===== src/rtl/eesc_pkg.sv =====
// Package with register map and carrier types of the event enable bank.
package eesc_pkg;

    localparam int unsigned ADDR_W = 8;
    localparam int unsigned DATA_W = 32;
    localparam int unsigned CHAN_N = 64;

    localparam logic [ADDR_W-1:0] OFF_MASK_LOW  = 8'h00;
    localparam logic [ADDR_W-1:0] OFF_MASK_HIGH = 8'h04;
    localparam logic [ADDR_W-1:0] OFF_CLR_LOW   = 8'h08;
    localparam logic [ADDR_W-1:0] OFF_CLR_HIGH  = 8'h0c;
    localparam logic [ADDR_W-1:0] OFF_SET_LOW   = 8'h10;
    localparam logic [ADDR_W-1:0] OFF_SET_HIGH  = 8'h14;

    localparam logic [CHAN_N-1:0] RST_MASK = 64'h0000_0000_0000_0000;
    localparam logic [DATA_W-1:0] RST_WORD = 32'h0000_0000;

    // Bit positions of the two halves inside the 64-bit mask.
    localparam int unsigned LOW_LSB  = 0;
    localparam int unsigned HIGH_LSB = 32;

    typedef struct packed {
        logic              wr;
        logic              rd;
        logic [ADDR_W-1:0] addr;
        logic [DATA_W-1:0] wdata;
    } eesc_req_t;

    typedef struct packed {
        logic [CHAN_N-1:0] latched;
        logic [CHAN_N-1:0] chained;
        logic [CHAN_N-1:0] manual;
    } eesc_trig_t;

endpackage : eesc_pkg


===== src/rtl/eesc_event_enable.sv =====
// Event enable mask with write-only set and clear ports.
//
// Notes on behaviour
// - Mask ignores direct writes; only ports change it.
// - Low clear port clears mask bits 0-31.
// - High clear port clears mask bits 32-63.
// - Low set port sets mask bits 0-31.
// - High set port sets mask bits 32-63.
// - Zero data bits leave mask bits unchanged.
// - Four ports write-only, zero after reset.
// - Enabled bit lets latched trigger be evaluated.
// - Enabling pending latched trigger processes it.
// - Chained and manual triggers bypass the mask.
// - Mask readable, zero after reset.
//
// Local design decisions: the address-and-strobe port and the register addresses.
`timescale 1ns/100ps
module eesc_event_enable
    import eesc_pkg::*;
(
    // Clock and reset.
    input  wire logic              ref_clk_in,
    input  wire logic              rst_in,
    // Register port.
    input  wire logic [ADDR_W-1:0] addr_in,
    input  wire logic [DATA_W-1:0] wdata_in,
    input  wire logic              wr_in,
    input  wire logic              rd_in,
    output logic      [DATA_W-1:0] rdata_out,
    // Trigger sources from the controller, same clock.
    input  wire logic [CHAN_N-1:0] latched_trig_flags_in,
    input  wire logic [CHAN_N-1:0] chained_flags_in,
    input  wire logic [CHAN_N-1:0] manual_trigger_flags_in,
    // Mask and triggers that the controller may evaluate.
    output logic      [CHAN_N-1:0] event_enable_mask_out,
    output logic      [CHAN_N-1:0] eval_trig_out
);

    eesc_req_t         req;
    eesc_trig_t        trig;
    logic [CHAN_N-1:0] mask;
    logic [CHAN_N-1:0] next_mask;
    logic [CHAN_N-1:0] set_bits;
    logic [CHAN_N-1:0] clr_bits;
    logic [DATA_W-1:0] rdata;
    logic [DATA_W-1:0] next_rdata;
    logic [CHAN_N-1:0] eval;
    logic [CHAN_N-1:0] next_eval;

    assign req  = '{wr: wr_in, rd: rd_in, addr: addr_in, wdata: wdata_in};
    assign trig = '{latched: latched_trig_flags_in,
                    chained: chained_flags_in,
                    manual:  manual_trigger_flags_in};

    // Decodes a write strobe for one offset.
    function automatic logic hit(input eesc_req_t r,
                                 input logic [ADDR_W-1:0] off);
        hit = r.wr && (r.addr == off);
    endfunction : hit

    // Ports hold no storage, so only the strobed data forms the masks.
    always_comb begin
        set_bits = RST_MASK;
        clr_bits = RST_MASK;
        if (hit(req, OFF_SET_LOW)) begin
            set_bits[LOW_LSB +: DATA_W] = req.wdata;
        end
        if (hit(req, OFF_SET_HIGH)) begin
            set_bits[HIGH_LSB +: DATA_W] = req.wdata;
        end
        if (hit(req, OFF_CLR_LOW)) begin
            clr_bits[LOW_LSB +: DATA_W] = req.wdata;
        end
        if (hit(req, OFF_CLR_HIGH)) begin
            clr_bits[HIGH_LSB +: DATA_W] = req.wdata;
        end
    end

    // Writes to the mask offsets fall through with no effect.
    always_comb begin
        next_mask = (mask & ~clr_bits) | set_bits;
    end

    // Ports, unmapped offsets and idle cycles all read as zero.
    always_comb begin
        next_rdata = RST_WORD;
        if (req.rd) begin
            case (req.addr)
                OFF_MASK_LOW:  next_rdata = mask[LOW_LSB +: DATA_W];
                OFF_MASK_HIGH: next_rdata = mask[HIGH_LSB +: DATA_W];
                default:       next_rdata = RST_WORD;
            endcase
        end
    end

    // A pending latched trigger appears as soon as its bit is enabled,
    // just as a new arrival would.
    always_comb begin
        next_eval = (trig.latched & next_mask)
                  | trig.chained | trig.manual;
    end

    // Mask state; reset leaves every channel disabled.
    always_ff @(posedge ref_clk_in or posedge rst_in) begin
        if (rst_in) begin
            mask <= RST_MASK;
        end else begin
            mask <= next_mask;
        end
    end

    // Read data; cleared in every cycle that carries no read.
    always_ff @(posedge ref_clk_in or posedge rst_in) begin
        if (rst_in) begin
            rdata <= RST_WORD;
        end else begin
            rdata <= next_rdata;
        end
    end

    // Gated triggers towards the controller.
    always_ff @(posedge ref_clk_in or posedge rst_in) begin
        if (rst_in) begin
            eval <= RST_MASK;
        end else begin
            eval <= next_eval;
        end
    end

    assign rdata_out             = rdata;
    assign event_enable_mask_out = mask;
    assign eval_trig_out         = eval;

    // Port writes: ones act on their own half, zeros and the other half stay.
    a_clr_low_clears: assert property (
        @(posedge ref_clk_in) disable iff (rst_in)
        hit(req, OFF_CLR_LOW)
        |=> (mask[LOW_LSB +: DATA_W] & $past(req.wdata)) == 32'h0000_0000)
        else $error("low clear left a bit set");

    a_clr_high_clears: assert property (
        @(posedge ref_clk_in) disable iff (rst_in)
        hit(req, OFF_CLR_HIGH)
        |=> (mask[HIGH_LSB +: DATA_W] & $past(req.wdata)) == 32'h0000_0000)
        else $error("high clear left a bit set");

    a_set_low_sets: assert property (
        @(posedge ref_clk_in) disable iff (rst_in)
        hit(req, OFF_SET_LOW)
        |=> (mask[LOW_LSB +: DATA_W] & $past(req.wdata))
            == $past(req.wdata))
        else $error("low set missed a bit");

    a_set_high_sets: assert property (
        @(posedge ref_clk_in) disable iff (rst_in)
        hit(req, OFF_SET_HIGH)
        |=> (mask[HIGH_LSB +: DATA_W] & $past(req.wdata))
            == $past(req.wdata))
        else $error("high set missed a bit");

    a_zero_untouched: assert property (
        @(posedge ref_clk_in) disable iff (rst_in)
        hit(req, OFF_SET_LOW)
        |=> (mask[LOW_LSB +: DATA_W] & ~$past(req.wdata))
            == ($past(mask[LOW_LSB +: DATA_W]) & ~$past(req.wdata)))
        else $error("zero bit changed the mask");

    a_zero_clr_low: assert property (
        @(posedge ref_clk_in) disable iff (rst_in)
        hit(req, OFF_CLR_LOW)
        |=> (mask[LOW_LSB +: DATA_W] & ~$past(req.wdata))
            == ($past(mask[LOW_LSB +: DATA_W]) & ~$past(req.wdata)))
        else $error("zero bit of low clear changed the mask");

    a_zero_set_high: assert property (
        @(posedge ref_clk_in) disable iff (rst_in)
        hit(req, OFF_SET_HIGH)
        |=> (mask[HIGH_LSB +: DATA_W] & ~$past(req.wdata))
            == ($past(mask[HIGH_LSB +: DATA_W]) & ~$past(req.wdata)))
        else $error("zero bit of high set changed the mask");

    a_zero_clr_high: assert property (
        @(posedge ref_clk_in) disable iff (rst_in)
        hit(req, OFF_CLR_HIGH)
        |=> (mask[HIGH_LSB +: DATA_W] & ~$past(req.wdata))
            == ($past(mask[HIGH_LSB +: DATA_W]) & ~$past(req.wdata)))
        else $error("zero bit of high clear changed the mask");

    a_low_keeps_high: assert property (
        @(posedge ref_clk_in) disable iff (rst_in)
        hit(req, OFF_SET_LOW) || hit(req, OFF_CLR_LOW)
        |=> $stable(mask[HIGH_LSB +: DATA_W]))
        else $error("low port changed the high half");

    a_high_keeps_low: assert property (
        @(posedge ref_clk_in) disable iff (rst_in)
        hit(req, OFF_SET_HIGH) || hit(req, OFF_CLR_HIGH)
        |=> $stable(mask[LOW_LSB +: DATA_W]))
        else $error("high port changed the low half");

    a_mask_stable: assert property (
        @(posedge ref_clk_in) disable iff (rst_in)
        !(hit(req, OFF_SET_LOW) || hit(req, OFF_SET_HIGH) ||
          hit(req, OFF_CLR_LOW) || hit(req, OFF_CLR_HIGH))
        |=> $stable(mask))
        else $error("mask changed without a port write");

    a_mask_write_ignored: assert property (
        @(posedge ref_clk_in) disable iff (rst_in)
        hit(req, OFF_MASK_LOW) || hit(req, OFF_MASK_HIGH)
        |=> $stable(mask))
        else $error("direct mask write took effect");

    // Reads: only the mask words return data, and only for one cycle.
    a_port_read_zero: assert property (
        @(posedge ref_clk_in) disable iff (rst_in)
        req.rd && (req.addr == OFF_SET_LOW || req.addr == OFF_SET_HIGH ||
                   req.addr == OFF_CLR_LOW || req.addr == OFF_CLR_HIGH)
        |=> rdata_out == 32'h0000_0000 && $stable(mask))
        else $error("port read returned data");

    a_read_keeps_mask: assert property (
        @(posedge ref_clk_in) disable iff (rst_in)
        req.rd
        |=> $stable(mask))
        else $error("read changed the mask");

    a_idle_read_zero: assert property (
        @(posedge ref_clk_in) disable iff (rst_in)
        !req.rd
        |=> rdata_out == 32'h0000_0000)
        else $error("read data outside its cycle");

    a_other_read_zero: assert property (
        @(posedge ref_clk_in) disable iff (rst_in)
        req.rd && req.addr != OFF_MASK_LOW
               && req.addr != OFF_MASK_HIGH
        |=> rdata_out == 32'h0000_0000)
        else $error("non mask read returned data");

    a_mask_low_readback: assert property (
        @(posedge ref_clk_in) disable iff (rst_in)
        req.rd && req.addr == OFF_MASK_LOW
        |=> rdata_out == $past(mask[LOW_LSB +: DATA_W]))
        else $error("mask low read wrong");

    a_mask_readback: assert property (
        @(posedge ref_clk_in) disable iff (rst_in)
        req.rd && req.addr == OFF_MASK_HIGH
        |=> rdata_out == $past(mask[HIGH_LSB +: DATA_W]))
        else $error("mask high read wrong");

    // Reset is asynchronous, so this one is sampled while it is held.
    a_reset_clears: assert property (
        @(posedge ref_clk_in)
        rst_in
        |=> mask == RST_MASK && rdata_out == RST_WORD
            && eval_trig_out == RST_MASK)
        else $error("state not cleared by reset");

    // Triggers: the mask gates only latched ones, on the updated mask.
    a_eval_gating: assert property (
        @(posedge ref_clk_in) disable iff (rst_in)
        ##1 eval_trig_out == (($past(trig.latched) & mask)
            | $past(trig.chained) | $past(trig.manual)))
        else $error("trigger gating wrong");

    a_masked_held_off: assert property (
        @(posedge ref_clk_in) disable iff (rst_in)
        ##1 (eval_trig_out & ~mask & ~$past(trig.chained)
             & ~$past(trig.manual)) == RST_MASK)
        else $error("disabled channel passed a trigger");

    a_clr_disables: assert property (
        @(posedge ref_clk_in) disable iff (rst_in)
        hit(req, OFF_CLR_LOW)
        |=> (eval_trig_out[LOW_LSB +: DATA_W] & $past(req.wdata)
             & ~$past(trig.chained[LOW_LSB +: DATA_W])
             & ~$past(trig.manual[LOW_LSB +: DATA_W])) == 32'h0000_0000)
        else $error("cleared low channel passed a trigger");

    a_clr_high_disables: assert property (
        @(posedge ref_clk_in) disable iff (rst_in)
        hit(req, OFF_CLR_HIGH)
        |=> (eval_trig_out[HIGH_LSB +: DATA_W] & $past(req.wdata)
             & ~$past(trig.chained[HIGH_LSB +: DATA_W])
             & ~$past(trig.manual[HIGH_LSB +: DATA_W])) == 32'h0000_0000)
        else $error("cleared high channel passed a trigger");

    a_pending_enable: assert property (
        @(posedge ref_clk_in) disable iff (rst_in)
        hit(req, OFF_SET_LOW)
        |=> (eval_trig_out[LOW_LSB +: DATA_W]
             & $past(trig.latched[LOW_LSB +: DATA_W]) & $past(req.wdata))
            == ($past(trig.latched[LOW_LSB +: DATA_W]) & $past(req.wdata)))
        else $error("pending low trigger not raised");

    a_pending_high: assert property (
        @(posedge ref_clk_in) disable iff (rst_in)
        hit(req, OFF_SET_HIGH)
        |=> (eval_trig_out[HIGH_LSB +: DATA_W]
             & $past(trig.latched[HIGH_LSB +: DATA_W]) & $past(req.wdata))
            == ($past(trig.latched[HIGH_LSB +: DATA_W]) & $past(req.wdata)))
        else $error("pending high trigger not raised");

    a_trig_bypass: assert property (
        @(posedge ref_clk_in) disable iff (rst_in)
        ##1 (eval_trig_out & ($past(trig.chained) | $past(trig.manual)))
            == ($past(trig.chained) | $past(trig.manual)))
        else $error("chained or manual trigger was masked");

endmodule : eesc_event_enable


===== config.mk =====
export PLATFORM = sky130hd
export DESIGN_NAME = eesc_event_enable
export DESIGN_NICKNAME = d
export VERILOG_FILES = /design/src/rtl/eesc_pkg.sv /design/src/rtl/eesc_event_enable.sv
export SDC_FILE = /design/constraint.sdc
export NUM_CORES = 1
export LEC_CHECK = 0
export ABC_CLOCK_PERIOD_IN_PS = 5800
export CORE_AREA = 2 2 156 158
export DETAILED_ROUTE_END_ITERATION = 12
export DIE_AREA = 0 0 158 160
export DONT_BUFFER_PORTS = 1
export GPL_TIMING_DRIVEN = 0
export PLACE_DENSITY_LB_ADDON = 0.08
export SYNTH_ARGS = -nofsm -noshare
export SYNTH_HDL_FRONTEND = slang
export SYNTH_SLANG_ARGS = --single-unit

===== constraint.sdc =====
create_clock -name ref_clk_in -period 5.8 [get_ports ref_clk_in]
set_clock_uncertainty 0.05 [all_clocks]
set_input_delay 1.16 -clock ref_clk_in [delete_from_list [all_inputs] [get_ports ref_clk_in]]
set_output_delay 1.16 -clock ref_clk_in [all_outputs]
set_load 0.01 [all_outputs]

Yosys cells after proc, flatten, opt, wreduce, memory -nomap -nowiden. Index checks and enable logic that the tools add are counted.

Equality and inequality tests: 5. Bitwise logic cells: 6. Multiplexer cells: 6. Reduce and logical (&&, ||, !) cells: 5.

Operators by type and width (number): $or A64 B64 Y64 (3); $mux W32 (5); $and A64 B64 Y64 (2); $not A64 Y64 (1); $pmux W32 S2 (1); $eq A8 B4 Y1 const B (2); $eq A8 B5 Y1 const B (2); $eq A8 B3 Y1 const B (1); $logic_not A8 Y1 (1); $logic_and A1 B1 Y1 (4).

Output and inout port bits: 160. Word-level logic and storage cells: 25. Bits of input ports: 236. Flip-flop bits (word level): 160.

Longest topological paths before layout. Gate-level depths: netlist of the first run.

Word-level depth: 9. Depth in mapped cells: 6. Mapped depth without buffers: 3.

Worst setup path after synthesis of the first run. No wires, ideal clock.

Path type: in2reg. From: input addr_in[5]. To: register eval[10] (netlist: eval_trig_out[10]). Setup slack: 3.312 ns. Stages: 5. Setup time: 0.126 ns. Required time: 5.624 ns. Buffers on the path: 2. Arrival: 2.311 ns. Cells stage by stage: nor4_1 buf_2 buf_2 nand4b_1 a311o_1.

Word-level cells in the longest chain between the ends: 9. Elaborated cells between the ends (all ways): 12. Classes of those cells: 2 x eq/ne; 2 x mux; 6 x bitwise; 2 x reduce/logical.

RTL lines: start: declaration (RTL line eesc_event_enable.sv:25) `input wire logic [ADDR_W-1:0] addr_in,`; $eq A8 B4 Y1 (RTL line eesc_event_enable.sv:58) `hit = r.wr && (r.addr == off);`; $logic_and A1 B1 Y1 (RTL line eesc_event_enable.sv:58); $mux W32 (RTL line eesc_event_enable.sv:71) `if (hit(req, OFF_CLR_LOW)) begin`; $not A64 Y64 (RTL line eesc_event_enable.sv:81) `next_mask = (mask & ~clr_bits) | set_bits;`; $and A64 B64 Y64 (RTL line eesc_event_enable.sv:81); $or A64 B64 Y64 (*) (RTL line eesc_event_enable.sv:81); $and A64 B64 Y64 (*) (RTL line eesc_event_enable.sv:99) `next_eval = (trig.latched & next_mask)`; $or A64 B64 Y64 (*) (2 in a row) (RTL line eesc_event_enable.sv:100) `| trig.chained | trig.manual;`; via next_eval[10] (RTL line eesc_event_enable.sv:48) `logic [CHAN_N-1:0] next_eval;`; end signal: assignment (RTL line eesc_event_enable.sv:126) `eval <= next_eval;`; end: declaration (RTL line eesc_event_enable.sv:47) `logic [CHAN_N-1:0] eval;`.

Mark *: on every way through the listed nets, which the timed path passes. The rest lies on a longest branch.

Worst setup path after layout of the first run.
From: input addr_in[2]. To: register eval[59] (netlist: eval_trig_out[59]).

Word-level cells in the longest chain between the ends: 9. Elaborated cells between the ends (all ways): 12. Classes of those cells: 2 x eq/ne; 2 x mux; 6 x bitwise; 2 x reduce/logical.

RTL lines: $eq A8 B4 Y1 (RTL line eesc_event_enable.sv:58); $logic_and A1 B1 Y1 (RTL line eesc_event_enable.sv:58); $mux W32 (RTL line eesc_event_enable.sv:74) `if (hit(req, OFF_CLR_HIGH)) begin`; $not A64 Y64 (RTL line eesc_event_enable.sv:81); $and A64 B64 Y64 (RTL line eesc_event_enable.sv:81); $or A64 B64 Y64 (*) (RTL line eesc_event_enable.sv:81); $and A64 B64 Y64 (*) (RTL line eesc_event_enable.sv:99); $or A64 B64 Y64 (*) (2 in a row) (RTL line eesc_event_enable.sv:100); via next_eval[59] (RTL line eesc_event_enable.sv:48).

Marks and branches as above.

==> reports/qor.yml, run 1 <==
drv_slew: 0
slew_headroom_pct: 47.91
syn_to_final_growth_pct: 13.59
yosysTopAreaCellShare_pct: 52.33
die_y_um: 160
clock_latency_ns: 0.42
hold_viol: 0
synthXorXnorAreaFrac_pct: 0
dp_hpwl_mm: 21.78
wl_mm: 30.62
pwr_density_cell_nw_per_um2: 293.0
viasPerCell: 5.959
drtIter0Drc: 467
r2r-start: "event_enable_mask_out[59]"
netlist_instances: 743
antenna_found_initial: 1
drtPass1Iterations: 6
setup_tns_ns: 0
leakage_nw: 3.414
cp_max_fo: 10
cts_root_buf: "clkbuf_16"
dp_cells: 1068
postLayoutCellArea_um2: 8691
grt_overflow: 0
power_mw: 2.547
holdWs_ns: 0.5621
dieArea_um2: 25280
nFillCells: 2431
worstPathArrival_ns: 3.12
pin_count: 396
cts.sinks: 160
ant_nets: 0
fin_ws_ns: 2.928
core.rowCount: 57
dpl_cell_area_um2: 8092
peakVddDrop_v: 0.0001374
gp_congestion: 0.7768
synth_top_family_by_area: "simple AND/OR/NAND/NOR gates"
coreArea_um2: 23820
stdcell_count: 1102
final_core_util_pct: 36.48
synth_compound_area_share_pct: 18.32
drive_above_1_share_pct: 11.08
path_buf_inv: 3
first_global_vias: 6841
synth_mux_area_share_pct: 0
crit_top_cell: "clkbuf_1"
die_w_um: 158
synthAdderAreaFrac_pct: 0
synth_warnings: 0
max_freq_mhz: 348.2
max_slew.worst_pin.slew_ns: 0.7814
finalSetupViolations: 0
gr-usage-all-layers_pct: 23.65
multi_input_area_um2: 3272
clockBufferDepth: 2
yosys.area_share.simple_pct: 24.45
holdCritStartpoint: "event_enable_mask_out[54]"
grt_max_degree: 84
cpPeakStageDelay_ns: 0.47
status: "completed"
synth.area.top_cells: "dfrtp_1 52%, nand2_1 4.7%, nand3_1 4.3%"
port_buffers: 0
cts_setup_buffers: 0
grt_pass1_wl_mm: 44.03
start_util_pct: 32.12
vias: 6567
hp-class: "register to register"
dp_slack_ns: 2.432
fin_crit_sh_pct: 49.51
drc: 0
start_kind: "input pin"
critPathKind: "input pin to register"
synthesis.area_um2: 7651
avgRoutedWirePerCell_um: 27.79
rsz0062_at_grt: "false"
min_period_ns: 2.872
syn_avg_cell_area_um2: 10.30
crit_required_ns: 6.05
crit_family: "buffers and inverters"
cts_resized: 0
endpoint_kind: "register"
cts_tree: "yes"
cts_buffers: 17
yosysTopAreaCell: "dfrtp_1"
htree_levels: 4
hold_buffers: 0
nNetsFinal: 999
clk_pin_slew_worst_paths_ns: 0.07
synth_fp_nets: 979
ys_ff_latch: 160
slowest_stage: "nand3_1"
register_area_um2: 4004
drv_cap: 0
ys_seq_area_share_pct: 52.33
synth.distinct_cells: 25
crit_start: "addr_in[2]"
worstPathCellList: "buf_2 > clkbuf_1 > nand3_1 > clkbuf_1 > o221ai_1"
-- tightest hold or removal path, cell delays in order, from the launching register on --
cell and delay [ns]:
dfrtp_1 0.45, inv_1 0.08, o2bb2ai_1 0.05
-- synth_stat cells --
cell       instances
nand2_1           96
nor4b_2            1
o2bb2ai_1         32
and4bb_1           1
and4_1            32
clkbuf_1          41
o221ai_1          32
and3_1             1
nor4_1            34
or2_2             32
nand4b_1          32
a22o_1            32
nor2_1            32
buf_2             15
a21boi_1          32
buf_4              3
nor4bb_1           1
a311o_1           32
dfrtp_1          160
nor4_2             1
or4_1              1
nand4bb_1          1
inv_1             33
nor3_4             1
nand3_1           65
-- kinds of logic (layout without fill, tap and decap cells) --
group / Yosys count / after routing
AND/OR/NAND/NOR: 331 / 331
AO/OA/AOI/OAI: 160 / 160
flip-flops: 160 / 160
buffers and inverters: 92 / 125
other: 0 / 2
-- cell type report --
| cell class | instances | share of cell area (%) |
|---|---|---|
| repair buffers | 1 | 0.3167 |
| clock buffers | 19 | 5.096 |
| diodes | 2 | 0.05759 |
| inverters | 33 | 1.512 |
| clock inverters | 13 | 1.742 |
| multi-input cells | 491 | 37.65 |
| plain buffers | 59 | 2.894 |
| well taps | 324 | 4.665 |
| flip-flops and latches | 160 | 46.07 |
-- registers in the layout (all words and copies together), names as in the netlist --
name,count
rdata_out,32
event_enable_mask_out,64
eval_trig_out,64
-- layout by cell type, fill, tap and decap left out, types with 2 or more instances in the layout --
| cell | instances |
|---|---|
| a21boi_1 | 32 |
| a22o_1 | 32 |
| a311o_1 | 32 |
| and4_1 | 32 |
| buf_2 | 15 |
| buf_4 | 3 |
| bufinv_16 | 2 |
| clkbuf_1 | 42 |
| clkbuf_16 | 17 |
| clkinv_4 | 3 |
| clkinvlp_4 | 4 |
| dfrtp_1 | 160 |
| diode_2 | 2 |
| inv_1 | 32 |
| inv_6 | 4 |
| nand2_1 | 96 |
| nand3_1 | 65 |
| nand4b_1 | 32 |
| nor2_1 | 32 |
| nor4_1 | 34 |
| o221ai_1 | 32 |
| o2bb2ai_1 | 32 |
| or2_2 | 32 |
-- power breakdown --
part	switching, mW	internal, mW
registers	0.0635	1.16
clock network	0.509	0.654
logic	0.100	0.0622
total	0.673	1.87
-- path summary, 6_finish.rpt --
check                                             to  slack, ns  cells past startpoint
setup / recovery                   eval_trig_out[59]       2.93                      5
hold / removal             event_enable_mask_out[54]       0.56                      2
setup reg to reg                   eval_trig_out[59]       4.80                      2
hold reg to reg            event_enable_mask_out[54]       0.56                      2
max in group asynchronous          eval_trig_out[33]       4.28                      2
min in group asynchronous  event_enable_mask_out[19]       0.58                      1
-- metal layers --
metal | vias to the layer above | global-route usage [%] | part of all wire, % | wire [um]
li1 | 2845 | - | - | -
met1 | 3311 | 28.44 | 39 | 11900
met2 | 369 | 41.60 | 51 | 15640
met3 | 42 | 5.726 | 7.8 | 2394
met4 | 0 | 7.043 | 2.3 | 694
met5 | - | 0 | 0 | 0
No activity file was read; power rests on OpenSTA's default activity.
==> run 2: changes to the inputs <==
Settings changed: ABC_CLOCK_PERIOD_IN_PS 5800 to 2610.
Clock period 5.8 ns to 2.61 ns, I/O delays scaled along.
==> run 2 against run 1 <==
  * Utilization increased by 0.27 points
  * Critical endpoint is now eval_trig_out[53]
  * Sequential power increased by 120%
  * Highest routed layer unchanged
  * Count of clock-buffer cells in the layout decreased by 1
==> reports/qor.yml, run 2 (synthesis gave the netlist of run 1 again) <==
hold_viol: 0  # unchanged
drv_slew: 0  # unchanged
max_slew.worst_pin.slew_ns: 0.8682  # was 0.7814 ns
cts_tree: "yes"  # unchanged
stdcell_count: 1103  # was 1102
core.rowCount: 57  # unchanged
viasPerCell: 5.876  # was 5.959
worst-r2r-cell-count: 2  # unchanged
nNetsFinal: 1002  # was 999
holdWs_ns: 0.06389  # was 0.5621 ns
grt_max_degree: 41  # was 84
clockBufferDepth: 2  # unchanged
hp-class: "input pin to asynchronous set/reset pin"  # was register to register
start_kind: "input pin"  # unchanged
drv_cap: 0  # unchanged
cts_root_buf: "clkbuf_16"  # unchanged
gp_congestion: 0.8104  # was 0.7768
grt_util_met1_pct: 28.75  # was 28.44%
status: "completed"  # unchanged
fin_ws_ns: 0.3270  # was 2.928 ns
final_core_util_pct: 36.76  # was 36.48%
cts.sinks: 160  # unchanged
drc: 0  # unchanged
dieArea_um2: 25280  # unchanged
gr-usage-all-layers_pct: 24.32  # was 23.65%
crit_required_ns: 2.87  # was 6.05 ns
grt_util_met3_pct: 7.761  # was 5.726%
critPathKind: "input pin to register"  # unchanged
grt_pass1_wl_mm: 45.11  # was 44.03 mm
ant_nets: 0  # unchanged
mostFrequentLayoutCells: "160 x dfrtp_1, 96 x nand2_1, 65 x nand3_1"  # unchanged
dp_cells: 1071  # was 1068
first_global_vias: 6997  # was 6841
dp_slack_ns: -0.1489  # was 2.432 ns
drive_above_1_share_pct: 11.55  # was 11.08%
antenna_cells: 0  # was 2
leakage_nw: 3.460  # was 3.414 nW
rsz0062_at_grt: "false"  # unchanged
cpPeakStageDelay_ns: 0.51  # was 0.47 ns
fin_crit_sh_pct: 87.47
endpoint_kind: "register"  # unchanged
worstPathArrival_ns: 2.55  # was 3.12 ns
setup_tns_ns: 0  # unchanged
syn_to_final_growth_pct: 14.44  # was 13.59%
clk_pin_slew_worst_paths_ns: 0.07  # about the same
grt_overflow: 0  # unchanged
busiest_layer: "met2"  # unchanged
die_w_um: 158  # unchanged
clock_latency_ns: 0.43  # was 0.42 ns
slowest_stage: "clkbuf_1"  # was nand3_1
cts_buffers: 17  # unchanged
pin_count: 396  # unchanged
dp_hpwl_mm: 22.43  # was 21.78 mm
slew_headroom_pct: 41.64  # was 47.91%
cp_max_fo: 10  # unchanged
max_freq_mhz: 438.0
finalSetupViolations: 0  # unchanged
peakVddDrop_v: 0.0003227  # was 0.0001374 V
cts_setup_buffers: 0  # unchanged
start_util_pct: 32.12  # unchanged
hold_buffers: 0  # unchanged
die_y_um: 160  # unchanged
drtIter0Drc: 459  # was 467
avgRoutedWirePerCell_um: 28.10  # was 27.79 um
coreArea_um2: 23820  # unchanged
drtPass1Iterations: 6  # unchanged
antenna_found_initial: 0  # was 1
use_met2_pct: 42.09  # was 41.60%
worstPathCellList: "buf_2 > clkbuf_1 > nand3_1 > clkbuf_1 > o221ai_1"  # unchanged
port_buffers: 0  # unchanged
cts_resized: 0  # unchanged
final_common_cell: "dfrtp_1"  # unchanged
pwr_density_cell_nw_per_um2: 656.6  # was 293.0 nW/um2
vias: 6481  # was 6567
htree_levels: 4  # unchanged
crit_top_cell: "clkbuf_1"  # unchanged
min_period_ns: 2.283
wl_mm: 30.99  # was 30.62 mm
==> run 2: worst max-delay path: cells and delay by family <==
family	cells	cell delay, ns
compound gates	1	0.35
buf+inv	3	1.19
simple gates	1	0.48
==> run 2: report_power, final <==
group	leakage (nW)	switching [mW]	internal (mW)
registers	1.81	0.142	2.57
logic	1.34	0.224	0.146
clock network	0.304	1.19	1.48
==> run 2: worst paths after layout <==
check	start	to	slack, ns
max in group asynchronous	rst_in	eval_trig_out[10]	1.53
min reg2reg	event_enable_mask_out[60]	event_enable_mask_out[60]	0.56
max	addr_in[2]	eval_trig_out[53]	0.33
min in group ref_clk_in	manual_trigger_flags_in[39]	eval_trig_out[39]	0.15
min	rst_in	eval_trig_out[23]	0.06
max reg2reg	event_enable_mask_out[63]	eval_trig_out[63]	1.58
==> run 2: metrics by stage <==
stage / power [mW] / area (um2)
final: 5.749 / 8756
after global routing: 5.962 / 8756
after CTS: 5.818 / 8756
after detailed placement: 3.135 / 8140
after global placement: 3.111 / 8060
after floorplan: 2.977 / 7655
==> run 2: routing by layer <==
layer	share of wire [%]	wire, um
met5	0	0
met2	51	15660
met4	1.8	545
met3	9.0	2800
met1	39	11990
==> run 2: area by class of cell <==
cell class / count / area (um2)
inverter: 33 / 127.6
fill: 2400 / 15060
clock buffer: 18 / 439.2
buffer: 59 / 251.5
clock inverter: 14 / 176.4
multi-input combinational: 491 / 3272
sequential: 160 / 4004
tap: 324 / 405.4
timing repair buffer: 4 / 80.08
